--- config.mk ---
export PLATFORM = sky130hd
export DESIGN_NAME = nbu_uart
export DESIGN_NICKNAME = d
export VERILOG_FILES = /design/src/hdl/nbu_pkg.sv /design/src/hdl/nbu_rx_if.sv /design/src/hdl/nbu_rx.sv /design/src/hdl/nbu_uart.sv
export VERILOG_INCLUDE_DIRS = /design/src /design/src/hdl
export SDC_FILE = /design/constraint.sdc
export NUM_CORES = 1
export LEC_CHECK = 0
export ABC_AREA = 1
export BUFFER_PORTS_ARGS = -buffer_cell sky130_fd_sc_hd__buf_2
export CAP_MARGIN = 20
export CELL_PAD_IN_SITES_DETAIL_PLACEMENT = 1
export CELL_PAD_IN_SITES_GLOBAL_PLACEMENT = 1
export CORE_AREA = 2 2 161 163
export CTS_CLUSTER_SIZE = 16
export DETAILED_ROUTE_END_ITERATION = 12
export DIE_AREA = 0 0 163 165
export GPL_TIMING_DRIVEN = 0
export HOLD_SLACK_MARGIN = 0.06
export PLACE_DENSITY = 0.66
export SYNTH_ARGS = -nofsm -noshare
export SYNTH_HDL_FRONTEND = slang
export SYNTH_HIERARCHICAL = 1
export SYNTH_SLANG_ARGS = --single-unit
export TNS_END_PERCENT = 30
--- constraint.sdc ---
create_clock -name pclk -period 2.7 [get_ports pclk]
set_input_delay 0.54 -clock pclk [delete_from_list [all_inputs] [get_ports pclk]]
set_output_delay 0.54 -clock pclk [all_outputs]
set_load 0.01 [all_outputs]
--- src/hdl/nbu_params.svh ---
`ifndef NBU_PARAMS_SVH
`define NBU_PARAMS_SVH

// ****************************************************************
// Register byte offsets on the APB bus.
// ****************************************************************
`define NBU_OFF_CTRL 12'h000
`define NBU_OFF_BUF 12'h004
`define NBU_OFF_SLAVE_ADDRESS 12'h008
`define NBU_OFF_SMASK 12'h00c
`define NBU_OFF_BAUD 12'h010

// ****************************************************************
// Control register field positions.
// ****************************************************************
`define NBU_CTRL_MODE_LO 0
`define NBU_CTRL_MODE_HI 1
`define NBU_CTRL_MP 2
`define NBU_CTRL_REN 3
`define NBU_CTRL_TB9 4
`define NBU_CTRL_RB9 5
`define NBU_CTRL_TXF 6
`define NBU_CTRL_RXF 7
`define NBU_CTRL_FAST 8
`define NBU_CTRL_BUSY 9

// ****************************************************************
// Frame modes held in the mode field.
// ****************************************************************
`define NBU_MODE_SHIFT 2'h0
`define NBU_MODE_TEN 2'h1
`define NBU_MODE_NINE_FIX 2'h2
`define NBU_MODE_NINE_VAR 2'h3

// ****************************************************************
// Reset values and bit timing constants.
// ****************************************************************
`define NBU_CTRL_RST 10'h000
`define NBU_ADDR_RST 8'h00
`define NBU_BAUD_RST 16'h0000
`define NBU_CNT_LAST 4'hf
`define NBU_CNT_ZERO 4'h0
`define NBU_SMP_A 4'h6
`define NBU_SMP_B 4'h7
`define NBU_SMP_C 4'h8
`define NBU_RX_PRESET 9'h1ff
`define NBU_END_PATTERN 8'h01

`endif

--- src/hdl/nbu_pkg.sv ---
`default_nettype none
package nbu_pkg;

  // Transmitter sequencing states.
  typedef enum logic [1:0] {
    TX_IDLE,
    TX_START,
    TX_DATA
  } nbu_tx_e;

  // Receiver sequencing states.
  typedef enum logic [1:0] {
    RX_HUNT,
    RX_FRAME,
    RX_TAIL
  } nbu_rx_e;

  typedef logic [7:0] nbu_byte_t;

  // Given address: compare only where the mask holds one.
  // Broadcast address: OR of address and mask, zeros are don't-care.
  function automatic logic nbu_addr_match(input nbu_byte_t rx, input nbu_byte_t adr,
                                          input nbu_byte_t msk);
    nbu_byte_t bcast;
    bcast = adr | msk;
    nbu_addr_match = (((rx ^ adr) & msk) == 8'h00) || (((rx ^ bcast) & bcast) == 8'h00);
  endfunction

  // Majority of three samples.
  function automatic logic nbu_vote(input logic a, input logic b, input logic c);
    nbu_vote = (a & b) | (a & c) | (b & c);
  endfunction

endpackage
`default_nettype wire

--- src/hdl/nbu_rx_if.sv ---
`timescale 1ns/1ps
`default_nettype none
// Signals between the register side and the receiver.
interface nbu_rx_if;
  import nbu_pkg::*;
  logic tick;              // Sixteen-times bit rate enable pulse.
  logic enable;            // Receiver may hunt for start bits.
  logic multiproc;         // Multiprocessor filtering on.
  logic addr_chk;          // Nine-bit mode, address recognition applies.
  nbu_byte_t slave_addr;   // Slave address.
  nbu_byte_t slave_mask;   // Slave address mask.
  logic flag_set;          // Receive done flag currently set.
  logic load;              // One-cycle pulse: frame accepted.
  nbu_byte_t data;         // Received data byte.
  logic ninth;             // Received ninth bit.

  modport ctl (output tick, enable, multiproc, addr_chk, slave_addr, slave_mask, flag_set,
               input load, data, ninth);
  modport rx (input tick, enable, multiproc, addr_chk, slave_addr, slave_mask, flag_set,
              output load, data, ninth);
endinterface
`default_nettype wire

--- src/hdl/nbu_rx.sv ---
`include "nbu_params.svh"
`timescale 1ns/1ps
`default_nettype none
// Receiver: start detection, majority sampling and frame acceptance.
module nbu_rx (
  input wire logic pclk,     // Bus clock.
  input wire logic presetn,  // Asynchronous reset, active low.
  input wire logic rxd,      // Serial input pin.
  nbu_rx_if.rx bus           // Link to the register side.
);
  import nbu_pkg::*;

  // ****************************************************************
  // Pin synchroniser.
  // ****************************************************************
  logic s1_q, s2_q, s3_q;   // Three-stage capture of the pin.
  logic line_q;             // Filtered line level.
  logic line_prev_q;        // Line level at the previous sample tick.

  // The pin passes three flops; only a stable pair updates the line.
  always_ff @(posedge pclk or negedge presetn) begin
    if (!presetn) begin
      s1_q <= 1'b1;
      s2_q <= 1'b1;
      s3_q <= 1'b1;
      line_q <= 1'b1;
    end else begin
      s1_q <= rxd;
      s2_q <= s1_q;
      s3_q <= s2_q;
      if (s2_q == s3_q) begin
        line_q <= s3_q;
      end
    end
  end

  // ****************************************************************
  // Bit sequencing.
  // ****************************************************************
  nbu_rx_e state_q;       // Receiver state.
  logic [3:0] cnt_q;      // Divide-by-16 counter.
  logic [8:0] sr_q;       // Input shift register.
  logic smp_a_q, smp_b_q; // First two samples of the bit.
  logic first_q;          // The bit in progress is the start bit.
  logic bitval;           // Majority value of the current bit.
  logic accept;           // Frame passes the acceptance test.
  nbu_byte_t rx_byte;     // Data bits back in order, first bit at bit 0.

  assign bitval = nbu_vote(smp_a_q, smp_b_q, line_q);
  // The first data bit enters at the right and ends at bit 7, so the byte is mirrored.
  assign rx_byte = {sr_q[0], sr_q[1], sr_q[2], sr_q[3], sr_q[4], sr_q[5], sr_q[6], sr_q[7]};
  assign accept = !bus.flag_set &&
                  (!bus.multiproc || (bitval &&
                   (!bus.addr_chk || nbu_addr_match(rx_byte, bus.slave_addr,
                                                    bus.slave_mask))));

  // Line sampling happens only on sixteen-times ticks.
  always_ff @(posedge pclk or negedge presetn) begin
    if (!presetn) begin
      line_prev_q <= 1'b1;
    end else if (bus.tick) begin
      line_prev_q <= line_q;
    end
  end

  // Hunt, sample each bit in its middle, finish and rest one bit.
  always_ff @(posedge pclk or negedge presetn) begin
    if (!presetn) begin
      state_q <= RX_HUNT;
      cnt_q <= `NBU_CNT_ZERO;
      sr_q <= `NBU_RX_PRESET;
      smp_a_q <= 1'b1;
      smp_b_q <= 1'b1;
      first_q <= 1'b0;
    end else if (!bus.enable) begin
      state_q <= RX_HUNT;
    end else if (bus.tick) begin
      cnt_q <= cnt_q + 4'h1;
      case (state_q)
        RX_HUNT: begin
          // A falling edge restarts the counter and presets the register.
          if (line_prev_q && !line_q) begin
            cnt_q <= `NBU_CNT_ZERO;
            sr_q <= `NBU_RX_PRESET;
            first_q <= 1'b1;
            state_q <= RX_FRAME;
          end
        end
        RX_FRAME: begin
          // Samples at the seventh and eighth states are held.
          if (cnt_q == `NBU_SMP_A) begin
            smp_a_q <= line_q;
          end else if (cnt_q == `NBU_SMP_B) begin
            smp_b_q <= line_q;
          end else if (cnt_q == `NBU_SMP_C) begin
            first_q <= 1'b0;
            if (first_q && bitval) begin
              state_q <= RX_HUNT;
            end else begin
              sr_q <= {sr_q[7:0], bitval};
              // Start bit at the left end: this is the final shift.
              if (!sr_q[8]) begin
                state_q <= RX_TAIL;
              end
            end
          end
        end
        RX_TAIL: begin
          // One full bit time after the final shift, hunt again.
          if (cnt_q == `NBU_SMP_C) begin
            state_q <= RX_HUNT;
          end
        end
        default: begin
          state_q <= RX_HUNT;
        end
      endcase
    end
  end

  // Accepted frame results and the load pulse.
  always_ff @(posedge pclk or negedge presetn) begin
    if (!presetn) begin
      bus.load <= 1'b0;
      bus.data <= 8'h00;
      bus.ninth <= 1'b0;
    end else begin
      bus.load <= 1'b0;
      if (bus.enable && bus.tick && state_q == RX_FRAME && cnt_q == `NBU_SMP_C &&
          !first_q && !sr_q[8] && accept) begin
        bus.load <= 1'b1;
        bus.data <= rx_byte;
        bus.ninth <= bitval;
      end
    end
  end

endmodule
`default_nettype wire

--- src/hdl/nbu_uart.sv ---
// Functional notes
// Frame: start, eight data LSB first, ninth, stop.
// Send ninth_tx_bit; store received ninth bit.
// Fixed mode rate: clock over 16 or 32.
// Variable mode rate from timer overflow.
// Buffer write loads ninth bit, requests transmit.
// Transmit starts after next counter rollover.
// Start bit, then data, then stop inserted.
// End pattern: last shift, set transmit flag.
// Falling edge resets counter, presets 1FFH.
// Majority of samples at states seven-nine.
// Non-zero start bit aborts reception.
// Nine-bit register; start leftmost means final.
// Load only if flag clear and filter passes.
// Ninth bit and data byte stored on accept.
// Resume hunting one bit time later.
// Master sends ninth one for addresses.
// Shift mode ignores filter; ten-bit checks stop.
// Filtered frames need ninth one and match.
// Given match compares only masked bits.
// Broadcast is address OR mask, zeros ignored.
// Address and mask reset to zero.
// Done flags stay set until software clears.
//
// Implementation choices: the placing of the registers and register access over APB.
`include "nbu_params.svh"
`timescale 1ns/1ps
`default_nettype none
// Nine-bit UART with multiprocessor filtering, APB register access.
module nbu_uart (
  input wire logic pclk,            // APB clock, 40 MHz.
  input wire logic presetn,         // Asynchronous reset, active low.
  input wire logic psel,            // APB select.
  input wire logic penable,         // APB access phase.
  input wire logic pwrite,          // APB write direction.
  input wire logic [11:0] paddr,    // APB byte address.
  input wire logic [31:0] pwdata,   // APB write data.
  output logic [31:0] prdata,       // APB read data.
  output logic pready,              // APB ready.
  output logic pslverr,             // APB error on unmapped address.
  input wire logic rxd,             // Serial input pin.
  output logic txd                  // Serial output pin.
);
  import nbu_pkg::*;

  // ****************************************************************
  // Registers and bus handshake.
  // ****************************************************************
  logic [1:0] mode_q;          // Frame mode.
  logic multiproc_enable_q;    // Multiprocessor filter enable.
  logic rx_enable_q;           // Receiver enable.
  logic ninth_tx_bit_q;        // Ninth bit to transmit.
  logic ninth_rx_bit_q;        // Last accepted ninth bit.
  logic tx_done_flag_q;        // Transmit done flag.
  logic rx_done_flag_q;        // Receive done flag.
  logic fast_q;                // Fixed mode divides by 16 instead of 32.
  nbu_byte_t rx_buf_q;         // Received byte, read side of serial_buffer.
  nbu_byte_t slave_address_q;  // Slave address.
  nbu_byte_t slave_addr_mask_q; // Slave address mask.
  logic [15:0] baud_reload_q;  // Timer divisor for the variable mode.

  // Bus answer registers.
  logic pready_q;              // Registered ready.
  logic pslverr_q;             // Registered error.
  logic [31:0] prdata_q;       // Registered read data.

  // Strobes of this transfer.
  logic wr_en;                 // Write completes this edge.
  logic buf_wr;                // Buffer write completes this edge.
  logic ctrl_wr;               // Control write completes this edge.
  logic hit;                   // Address is mapped.
  logic [31:0] rd_val;         // Read multiplexer output.
  logic tx_busy;               // Transmitter is sending or has a request.
  // Link to the receiver.
  nbu_rx_if rif ();            // Receiver link.

  // Read value and address decode.
  always_comb begin
    rd_val = 32'h0000_0000;
    hit = 1'b1;
    // Control word with status.
    if (paddr == `NBU_OFF_CTRL) begin
      rd_val[`NBU_CTRL_MODE_HI:`NBU_CTRL_MODE_LO] = mode_q;
      rd_val[`NBU_CTRL_MP] = multiproc_enable_q;
      rd_val[`NBU_CTRL_REN] = rx_enable_q;
      rd_val[`NBU_CTRL_TB9] = ninth_tx_bit_q;
      rd_val[`NBU_CTRL_RB9] = ninth_rx_bit_q;
      rd_val[`NBU_CTRL_TXF] = tx_done_flag_q;
      rd_val[`NBU_CTRL_RXF] = rx_done_flag_q;
      rd_val[`NBU_CTRL_FAST] = fast_q;
      rd_val[`NBU_CTRL_BUSY] = tx_busy;
    end else if (paddr == `NBU_OFF_BUF) begin
      // Last accepted byte.
      rd_val[7:0] = rx_buf_q;
    end else if (paddr == `NBU_OFF_SLAVE_ADDRESS) begin
      // Address compare value.
      rd_val[7:0] = slave_address_q;
    end else if (paddr == `NBU_OFF_SMASK) begin
      // Don't-care mask.
      rd_val[7:0] = slave_addr_mask_q;
    end else if (paddr == `NBU_OFF_BAUD) begin
      // Tick period reload.
      rd_val[15:0] = baud_reload_q;
    end else begin
      // Unmapped: read zero, error.
      hit = 1'b0;
    end
  end

  // A write lands at the ready edge.
  assign wr_en = psel && penable && pready_q && pwrite && hit;
  assign buf_wr = wr_en && (paddr == `NBU_OFF_BUF);
  assign ctrl_wr = wr_en && (paddr == `NBU_OFF_CTRL);

  // Every access phase waits one cycle, then ready rises for one cycle.
  always_ff @(posedge pclk or negedge presetn) begin
    if (!presetn) begin
      // Idle bus: no answer.
      pready_q <= 1'b0;
      pslverr_q <= 1'b0;
      prdata_q <= 32'h0000_0000;
    end else begin
      // Ready follows one wait state.
      pready_q <= psel && penable && !pready_q;
      pslverr_q <= psel && penable && !pready_q && !hit;
      // Read data is caught a cycle early.
      if (psel && penable && !pready_q && !pwrite) begin
        prdata_q <= rd_val;
      end
    end
  end

  // Plain configuration registers written by software.
  always_ff @(posedge pclk or negedge presetn) begin
    if (!presetn) begin
      // Shift mode: both sides idle.
      mode_q <= `NBU_MODE_SHIFT;
      multiproc_enable_q <= 1'b0;
      rx_enable_q <= 1'b0;
      ninth_tx_bit_q <= 1'b0;
      fast_q <= 1'b0;
      slave_address_q <= `NBU_ADDR_RST;
      slave_addr_mask_q <= `NBU_ADDR_RST;
      baud_reload_q <= `NBU_BAUD_RST;
    end else if (wr_en) begin
      if (paddr == `NBU_OFF_CTRL) begin
        // Flags go to their own process.
        mode_q <= pwdata[`NBU_CTRL_MODE_HI:`NBU_CTRL_MODE_LO];
        multiproc_enable_q <= pwdata[`NBU_CTRL_MP];
        rx_enable_q <= pwdata[`NBU_CTRL_REN];
        ninth_tx_bit_q <= pwdata[`NBU_CTRL_TB9];
        fast_q <= pwdata[`NBU_CTRL_FAST];
      end else if (paddr == `NBU_OFF_SLAVE_ADDRESS) begin
        // Zero mask bits ignore these.
        slave_address_q <= pwdata[7:0];
      end else if (paddr == `NBU_OFF_SMASK) begin
        // One bits are compared.
        slave_addr_mask_q <= pwdata[7:0];
      end else if (paddr == `NBU_OFF_BAUD) begin
        // Sets the timer wrap point.
        baud_reload_q <= pwdata[15:0];
      end
    end
  end

  // ****************************************************************
  // Bit rate generation: sixteen-times enable pulse.
  // ****************************************************************
  logic tick_q;           // Sixteen-times sample enable.
  logic half_q;           // Alternates for the divide-by-32 rate.
  logic [15:0] timer_q;   // Timer standing in for the overflow source.


  // Fixed mode ticks every clock or every other clock, variable mode on timer overflow.
  always_ff @(posedge pclk or negedge presetn) begin
    if (!presetn) begin
      // No ticks in reset.
      tick_q <= 1'b0;
      half_q <= 1'b0;
      timer_q <= 16'h0000;
    end else begin
      // Toggles for the slow fixed rate.
      half_q <= !half_q;
      // Wraps after reload plus one.
      if (timer_q >= baud_reload_q) begin
        timer_q <= 16'h0000;
      end else begin
        timer_q <= timer_q + 16'h0001;
      end
      // Fixed mode ignores the timer.
      if (mode_q == `NBU_MODE_NINE_FIX) begin
        tick_q <= fast_q || half_q;
      end else begin
        tick_q <= (timer_q >= baud_reload_q);
      end
    end
  end

  // ****************************************************************
  // Transmitter.
  // ****************************************************************
  nbu_tx_e tx_state_q;   // Transmit state.
  logic [3:0] tx_cnt_q;  // Transmit divide-by-16 counter.
  logic [8:0] tx_sr_q;   // Transmit shift register.
  logic tx_req_q;        // Pending transmit request.
  logic stop_in_q;       // Stop bit already inside the shift register.
  logic txd_q;           // Serial output.

  logic roll;            // Counter rollover.
  logic tx_end;          // Transmit end pattern reached.

  assign roll = tick_q && (tx_cnt_q == `NBU_CNT_LAST);
  assign tx_busy = tx_req_q || (tx_state_q != TX_IDLE);
  // Ninth bit out, stop beside it.
  assign tx_end = stop_in_q && (tx_sr_q[8:1] == `NBU_END_PATTERN);

  // The transmit counter runs freely so bit times follow its rollovers.
  always_ff @(posedge pclk or negedge presetn) begin
    if (!presetn) begin
      // Counter starts at zero.
      tx_cnt_q <= `NBU_CNT_ZERO;
    end else if (tick_q) begin
      // Advances on sample ticks.
      tx_cnt_q <= tx_cnt_q + 4'h1;
    end
  end

  // Sequence start bit, data bits, ninth bit and stop bit.
  always_ff @(posedge pclk or negedge presetn) begin
    if (!presetn) begin
      tx_state_q <= TX_IDLE;
      tx_sr_q <= 9'h000;
      // Line idles high, nothing pending.
      tx_req_q <= 1'b0;
      stop_in_q <= 1'b0;
      txd_q <= 1'b1;
    end else if (buf_wr && !tx_busy && mode_q != `NBU_MODE_SHIFT) begin
      // Busy or shift mode drops writes.
      // Ten-bit mode loads its stop bit directly in the ninth position.
      tx_sr_q <= {(mode_q == `NBU_MODE_TEN) ? 1'b1 : ninth_tx_bit_q, pwdata[7:0]};
      stop_in_q <= (mode_q == `NBU_MODE_TEN);
      tx_req_q <= 1'b1;
    end else if (roll) begin
      case (tx_state_q)
        TX_IDLE: begin
          // A request starts the frame.
          if (tx_req_q) begin
            tx_req_q <= 1'b0;
            txd_q <= 1'b0;
            tx_state_q <= TX_START;
          end
        end
        TX_START: begin
          // Data bit zero follows.
          txd_q <= tx_sr_q[0];
          tx_state_q <= TX_DATA;
        end
        TX_DATA: begin
          // In nine-bit modes the first shift brings in the stop bit, zeros after it.
          tx_sr_q <= {!stop_in_q, tx_sr_q[8:1]};
          // Later shifts bring zeros.
          stop_in_q <= 1'b1;
          txd_q <= tx_sr_q[1];
          if (tx_end) begin
            // Stop bit stays on the line.
            txd_q <= 1'b1;
            tx_state_q <= TX_IDLE;
          end
        end
        default: begin
          // Stray code returns to idle.
          tx_state_q <= TX_IDLE;
        end
      endcase
    end
  end

  // ****************************************************************
  // Done flags and receive buffer.
  // ****************************************************************
  // Hardware only sets; a software write of zero clears, a set in the same cycle wins.
  always_ff @(posedge pclk or negedge presetn) begin
    if (!presetn) begin
      // Both flags start clear.
      tx_done_flag_q <= 1'b0;
      rx_done_flag_q <= 1'b0;
    end else begin
      // Set at the end rollover.
      if (roll && tx_state_q == TX_DATA && tx_end) begin
        tx_done_flag_q <= 1'b1;
      end else if (ctrl_wr && !pwdata[`NBU_CTRL_TXF]) begin
        tx_done_flag_q <= 1'b0;
      end
      // Set by the receiver's load.
      if (rif.load) begin
        rx_done_flag_q <= 1'b1;
      end else if (ctrl_wr && !pwdata[`NBU_CTRL_RXF]) begin
        rx_done_flag_q <= 1'b0;
      end
    end
  end

  // Accepted frames update the buffer and the ninth bit.
  always_ff @(posedge pclk or negedge presetn) begin
    if (!presetn) begin
      // Buffer starts empty.
      rx_buf_q <= 8'h00;
      ninth_rx_bit_q <= 1'b0;
    end else if (rif.load) begin
      // Both fields change together.
      rx_buf_q <= rif.data;
      ninth_rx_bit_q <= rif.ninth;
    end
  end

  // ****************************************************************
  // Receiver link and instance.
  // ****************************************************************
  // Shared sample tick.
  assign rif.tick = tick_q;
  assign rif.enable = rx_enable_q && (mode_q != `NBU_MODE_SHIFT);
  assign rif.multiproc = multiproc_enable_q;
  assign rif.addr_chk = mode_q[1];
  assign rif.slave_addr = slave_address_q;
  assign rif.slave_mask = slave_addr_mask_q;
  assign rif.flag_set = rx_done_flag_q;

  // The receiver keeps its own synchroniser.

  nbu_rx u_rx (
    .pclk(pclk),
    .presetn(presetn),
    .rxd(rxd),
    .bus(rif.rx)
  );

  // ****************************************************************
  // Outputs.
  // ****************************************************************
  // Each output is a flop.
  assign prdata = prdata_q;
  assign pready = pready_q;
  assign pslverr = pslverr_q;
  assign txd = txd_q;

endmodule
`default_nettype wire

==> impl_metrics.ini, run 1 <==
[outcome]
status = finished clean

[final_layout]
final_cells = 1346
area_delta_synth_final_pct = 18.3
drive_gt1_share_pct = 22.0
antenna_cells = 0
nFillCells = 3021
fin_nets = 1080

[critical_path]
max_stage_delay_ns = 0.42
cp.required_ns = 3.00
crit_chain = inv_1 -> ha_1 -> nand2_1 -> nor4_1 -> nand2_1 -> nand3_1 -> clkbuf_1 -> nor2_1
crit_path_start_kind = flop
crit_slowest_cell = clkbuf_1
rrSetupSlack_ns = 0.37
path_common_cell = nand2_1
cp.arrival_ns = 2.63
crit_fanout = 10
critPathKind = reg -> reg
crit_path_end_kind = flop

[placement]
dp_slack_ns = 0.194
dp_hpwl_mm = 15.7
placed_cells = 1314
numPortBuffers = 52
routabilityCongestion = 0.800

[pwr]
switching_share_pct = 25.6
seqPwrFrac_pct = 44.3
ir_drop_mv = 0.353
p_comb_share_pct = 7.9
p_int_mw = 3.76
p_sw_mw = 1.29
p_total_mw = 5.05
pwr_density_cell_nw_per_um2 = 571
power_leakage_nw = 4.26
clkPwrFrac_pct = 47.8

[drt]
antenna_left = 0
num_vias = 6293
viasPerCell = 4.68
drc_errors = 0
drt_first_iter_violations = 264
routed_wl_mm = 20.6
dr.pass1.iters = 4
wire_per_inst_um = 15.3

[timing]
setup_viol = 0
hold_violations = 0
rsz0062_at_grt = no
skew_ns = 0.00853
drv_slew = 0
timing.hold.ws_ns = 0.0745
max_freq_mhz = 429
slew_headroom_pct = 53.7
worst_slack_ns = 0.370
fin_crit_ns = 2.33
worst_pin_slew_ns = 0.691
finalCritPeriodShare_pct = 86.3

[synthesis]
synth_cells = 916
seq_area_frac_synth_pct = 45.8
synth_area_leaders = dfrtp_1, nand2_1, dfstp_2
synth_area_per_cell_um2 = 8.17
ys_seq_elements = 136
netlist.area_leader.share_pct = 39.8
yosys.area.top_type = dfrtp_1
syn_area_um2 = 7480
ys_types = 41
synth_warnings = 6

[min_path]
min_path_type = in -> async

[grt]
antenna_found_initial = 0
overflow = 0
grt_pass1_vias = 6479
grt_max_degree = 85
grt.total_usage_pct = 16.3
grt_pass1_wl_mm = 34.1

[floorplan]
die_area_um2 = 26900
die_height_um = 165
core_um2 = 25000
rows = 58
start_util_pct = 29.9
io_pins = 85
dieWidth_um = 163

[job]
cap_violations = 0

[clock_network]
clk_pin_slew_ns = 0.06
htree_levels = 4
clk_latency_ns = 0.43
numCtsBuffers = 17
clock-sinks = 136
cts_root_buffer = clkbuf_16
clockBufferDepth = 2
cts_tree = yes
[layout by cell type, fill, tap and decap left out, drive strengths merged, types with 4 or more instances in the layout]
| cell type | count |
|---|---|
| ha | 27 |
| o21ai | 86 |
| xnor2 | 4 |
| a21oi | 33 |
| dfstp | 17 |
| o31ai | 6 |
| buf | 80 |
| conb | 16 |
| nand4 | 41 |
| clkbuf | 32 |
| nor2 | 71 |
| inv | 107 |
| clkinv | 5 |
| nand2 | 270 |
| xor2 | 5 |
| nand3 | 56 |
| nor3 | 24 |
| dfrtp | 119 |
[metal layers]
layer	part of all wire, %	vias to the layer above	track usage, %
met5	0	-	0
met4	0.87	0	3.66
met3	2.5	15	3.34
met2	49	62	27.0
met1	48	3082	21.9
li1	-	3134	-
[path summary, 6_finish.rpt]
path,start,to,depth (start not counted)
worst max register to register,baud_reload_q[15],timer_q[3],8
worst max-delay path,baud_reload_q[15],timer_q[3],8
worst min-delay path,presetn,u_rx/first_q,1
worst min register to register,u_rx/s1_q,u_rx/s2_q,0
max in group asynchronous,presetn,baud_reload_q[11],2
min in group pclk,rxd,u_rx/s1_q,1
[power by group through the flow]
stage	clock (mW)	sequential [mW]	combinational (mW)
floorplan	0	2.26	0.238
CTS	2.48	2.24	0.410
global placement	0	2.27	0.387
finish	2.42	2.24	0.401
detailed placement	0	2.27	0.406
global route	2.56	2.25	0.469
[final cells by class]
class	instances	area [um2]	area share, %
flip-flops and latches	136	3420	38.7
clock buffers	19	433	4.89
repair buffers	53	294	3.32
well taps	330	413	4.66
clock inverters	13	170	1.92
inverters	105	394	4.45
multi-input cells	650	3460	39.1
plain buffers	40	260	2.94
[repair_timing]
item | in CTS | in global routing
buffers inserted | 0 | 0
setup endpoints to repair | 0 | 9
gates resized for setup | 0 | 1
hold buffers | 0 | 0
[cells in the mapped netlist (all sizes together)]
cell type / instances
nor4: 3
clkinv: 1
xnor2: 4
o21a: 1
o211ai: 1
nand2: 270
buf: 27
nor3: 24
dfstp: 17
inv: 104
o21ai: 86
a31oi: 2
nor2: 71
o31ai: 6
and3: 2
nand3: 56
a21oi: 33
ha: 27
nand4: 41
xor2: 5
conb: 1
mux2: 1
clkbuf: 13
dfrtp: 119
maj3: 1
[state kept, by name, indices dropped and copies added, names as in the netlist, 2 cells and up]
name	count
prdata	16
tx_state_q	2
u_rx/bus.data	8
tx_cnt_q	4
rx_buf_q	8
u_rx/state_q	2
u_rx/sr_q	9
mode_q	2
baud_reload_q	16
tx_sr_q	9
timer_q	16
rif.slave_addr	8
u_rx/cnt_q	4
rif.slave_mask	8
[logic make-up (layout without fill, tap and decap cells)]
logic type                 Yosys count  after routing  share of synthesized area, %
AOI/OAI and AO/OA                  129            129                          10.1
xor gates and xnor gates             9              9                          1.05
adders and majority gates           28             28                          4.65
buffers and inverters              145            230                          8.74
DFF                                136            136                          45.8
muxes                                1              1                         0.150
other                                1             16                        0.0501
and+or+nand+nor                    467            467                          29.5
[worst max-delay path, delay by kind of cell (launching register included)]
| kind | cells | cell delay (ns) |
|---|---|---|
| flops | 1 | 0.34 |
| simple gates | 5 | 1.05 |
| buf+inv | 2 | 0.51 |
| fa+ha+maj | 1 | 0.30 |
[stage by stage]
step	area, um2	util [%]	setup TNS (ns)
floorplan	7540	-	0
global placement	8210	32.8	-119.01
detailed placement	8250	32.9	0
CTS	8850	35.4	0
global route	8850	35.4	0
finish	8850	35.4	0
No activity file was read; power rests on OpenSTA's default activity.
==> run 2, diff against run 1 <==
- CORE_AREA: 2 2 161 163 -> 2 2 157 159
- DIE_AREA: 0 0 163 165 -> 0 0 159 161
- PLACE_DENSITY: 0.66 -> not set
- PLACE_DENSITY_LB_ADDON: not set -> 0.3
- RECOVER_POWER: not set -> 25
- SYNTH_HIERARCHICAL: 1 -> not set
==> run 2 against run 1 <==
Net effect:
- first-iteration DRC count up 18%
- the flow now finishes with violations (max-capacitance violations, max-slew violations)
- clock-buffer cell count rose by 2
- power grew 0.47%
- largest cell class is now flip-flops and latches
- via count fell by 5.3%
- wire length up 0.32%
==> impl_metrics.ini, run 2 <==
[synthesis]
async_reset_ff_share_pct = 100
synthTopCellsByCount = nand2_1, dfrtp_1, inv_1, nand3_1, o21ai_0
synthSimpleGateAreaFrac_pct = 25.2
syn_area_um2 = 7060
synth_edf_count = 0
synth_xor_area_share_pct = 1.61
seq_area_frac_synth_pct = 48.5
synth_area_per_cell_um2 = 8.23
ys_seq_elements = 136
synth_warnings = 0
netlist.area_leader.share_pct = 42.2
yosysMostFrequentCell = nand2_1
synth_top_family_by_area = simple AND/OR/NAND/NOR gates
synth_area_leaders = dfrtp_1, nand2_1, dfstp_2
synthMuxAreaShare_pct = 1.28
synth_flop_cell = dfrtp_1
ys_types = 41
synth_cells = 857
yosys.area.top_type = dfrtp_1
synth_compound_area_share_pct = 9.81
yosys.area_share.adder_pct = 5.07

[clock_network]
htree_levels = 4
postCtsSetupBuffers = 0
cts_root_buffer = clkbuf_16
clock-sinks = 136
clockBufferDepth = 2
numCtsBuffers = 17
cts_tree = yes
clk_latency_ns = 0.42
cts_resized = 0
clk_pin_slew_ns = 0.06
cts_hold_buf = 0

[min_path]
min_path_type = in -> reg

[pwr]
pwr_density_cell_nw_per_um2 = 604
switching_share_pct = 25.1
ir_drop_mv = 0.443
p_sw_mw = 1.28
seqPwrFrac_pct = 44.1
p_total_mw = 5.08
power_leakage_nw = 4.15
clkPwrFrac_pct = 47.2
p_comb_share_pct = 8.7
p_int_mw = 3.80

[drt]
wire_per_inst_um = 16.1
viasPerCell = 4.65
drc_errors = 0
drt_first_iter_violations = 312
antenna_left = 0
routed_wl_mm = 20.7
num_vias = 5957
dr.pass1.iters = 4

[final_layout]
mostFrequentLayoutCells = nand2_1, dfrtp_1, inv_1
final_cells = 1281
fin_util_pct = 35.1
final_common_cell = nand2_1
antenna_cells = 0
drive_gt1_share_pct = 16.4
final_area_um2 = 8400
fin_nets = 1021
area_delta_synth_final_pct = 19.1

[floorplan]
die_area_um2 = 25600
core_um2 = 24000
io_pins = 85
dieWidth_um = 159
rows = 57
start_util_pct = 29.4
die_height_um = 161

[placement]
routabilityCongestion = 0.808
post_dp_cell_area_um2 = 7810
dp_hpwl_mm = 15.3
placed_cells = 1249
numPortBuffers = 52

[critical_path]
crit_path_end_kind = flop
crit_fanout = 10
crit_path_start_kind = flop
cp.arrival_ns = 2.69
critPathKind = reg -> reg
cp.required_ns = 3.04

[timing]
slew_headroom_pct = -5.49
rsz0062_at_grt = no
fin_crit_ns = 2.35
drv_slew = 60
max_freq_mhz = 425
hold_violations = 0
worst_pin_slew_ns = 1.58
skew_ns = 0.0121
setup_viol = 0
finalCritPeriodShare_pct = 87.1
timing.hold.ws_ns = 0.218

[outcome]
status = complete, but fails checks
violations = max-capacitance violations, max-slew violations

[grt]
grt_pass1_wl_mm = 33.9
grt.total_usage_pct = 16.8
overflow = 0
antenna_found_initial = 0
grt_pass1_vias = 6243
grt_max_degree = 78

[job]
cap_violations = 1
## run 2: cell types whose count changed after synthesis, moves of 8 or more
| cell | delta |
|---|---|
| o221ai_1 | +9 |
| nor2_1 | -10 |
| nand4_1 | -27 |
| nand3_1 | +34 |
| o21ai_1 | +12 |
| nand2_2 | -27 |
| a21oi_1 | -10 |
| nand2_1 | -8 |
| o21ai_0 | +11 |
| o21ai_2 | -19 |
## run 2: layout make-up
type / instances / area (um2)
Tap cell: 324 / 405
Inverter: 103 / 387
Sequential cell: 136 / 3420
Timing Repair Buffer: 53 / 288
Clock buffer: 21 / 450
Fill cell: 2939 / 15600
Clock inverter: 11 / 149
Buffer: 33 / 210
Multi-Input combinational cell: 600 / 3090
## run 2: cells by family after synthesis
group,count (synthesis)
other cells,1
fa+ha+maj,29
simple gates,407
mux,8
flops,136
compound gates,127
xor+xnor,13
buf+inv,136
## run 2: metrics by stage
| step | setup WS (ns) | TNS, ns |
|---|---|---|
| finish | 0.348 | 0 |
| detailed placement | 0.240 | 0 |
| global placement | -1.00 | -120.72 |
| CTS | 0.385 | 0 |
| global route | 0.108 | 0 |
| floorplan | 0.754 | 0 |
## run 2: power groups by stage
stage	registers (mW)	logic (mW)	clock network, mW
after global routing	2.26	0.512	2.53
after detailed placement	2.28	0.446	0
after CTS	2.24	0.449	2.46
after floorplan	2.26	0.280	0
final	2.24	0.440	2.40
after global placement	2.27	0.429	0
## run 2: per-layer routing
| layer | track usage [%] | vias to the layer above | part of all wire, % |
|---|---|---|---|
| li1 | - | 2939 | - |
| met1 | 23.5 | 2936 | 49 |
| met4 | 4.21 | 0 | 0.67 |
| met2 | 27.3 | 74 | 47 |
| met5 | 0 | - | 0 |
| met3 | 2.72 | 8 | 3.3 |
## run 2: path summary, 6_finish.rpt
path                                 from               end  slack, ns  depth (start not counted)
max in group asynchronous         presetn            half_q       1.12                          2
worst min register to register  u_rx.s1_q         u_rx.s2_q       0.36                          0
min in group asynchronous         presetn  u_rx.bus.data[1]       0.52                          1
worst max register to register   rif.tick      u_rx.sr_q[3]       0.35                          8
worst min-delay path                  rxd         u_rx.s1_q       0.22                          1
worst max-delay path             rif.tick      u_rx.sr_q[3]       0.35                          8
## run 2: worst max-delay path, stage by stage, from the launching register on
cell and delay [ns]:
dfrtp_1 0.32, clkbuf_1 0.37, inv_1 0.24, nor2_1 0.14
nand4_1 0.15, a31oi_1 0.55, buf_2 0.31, o21ai_0 0.11
o21ai_0 0.08
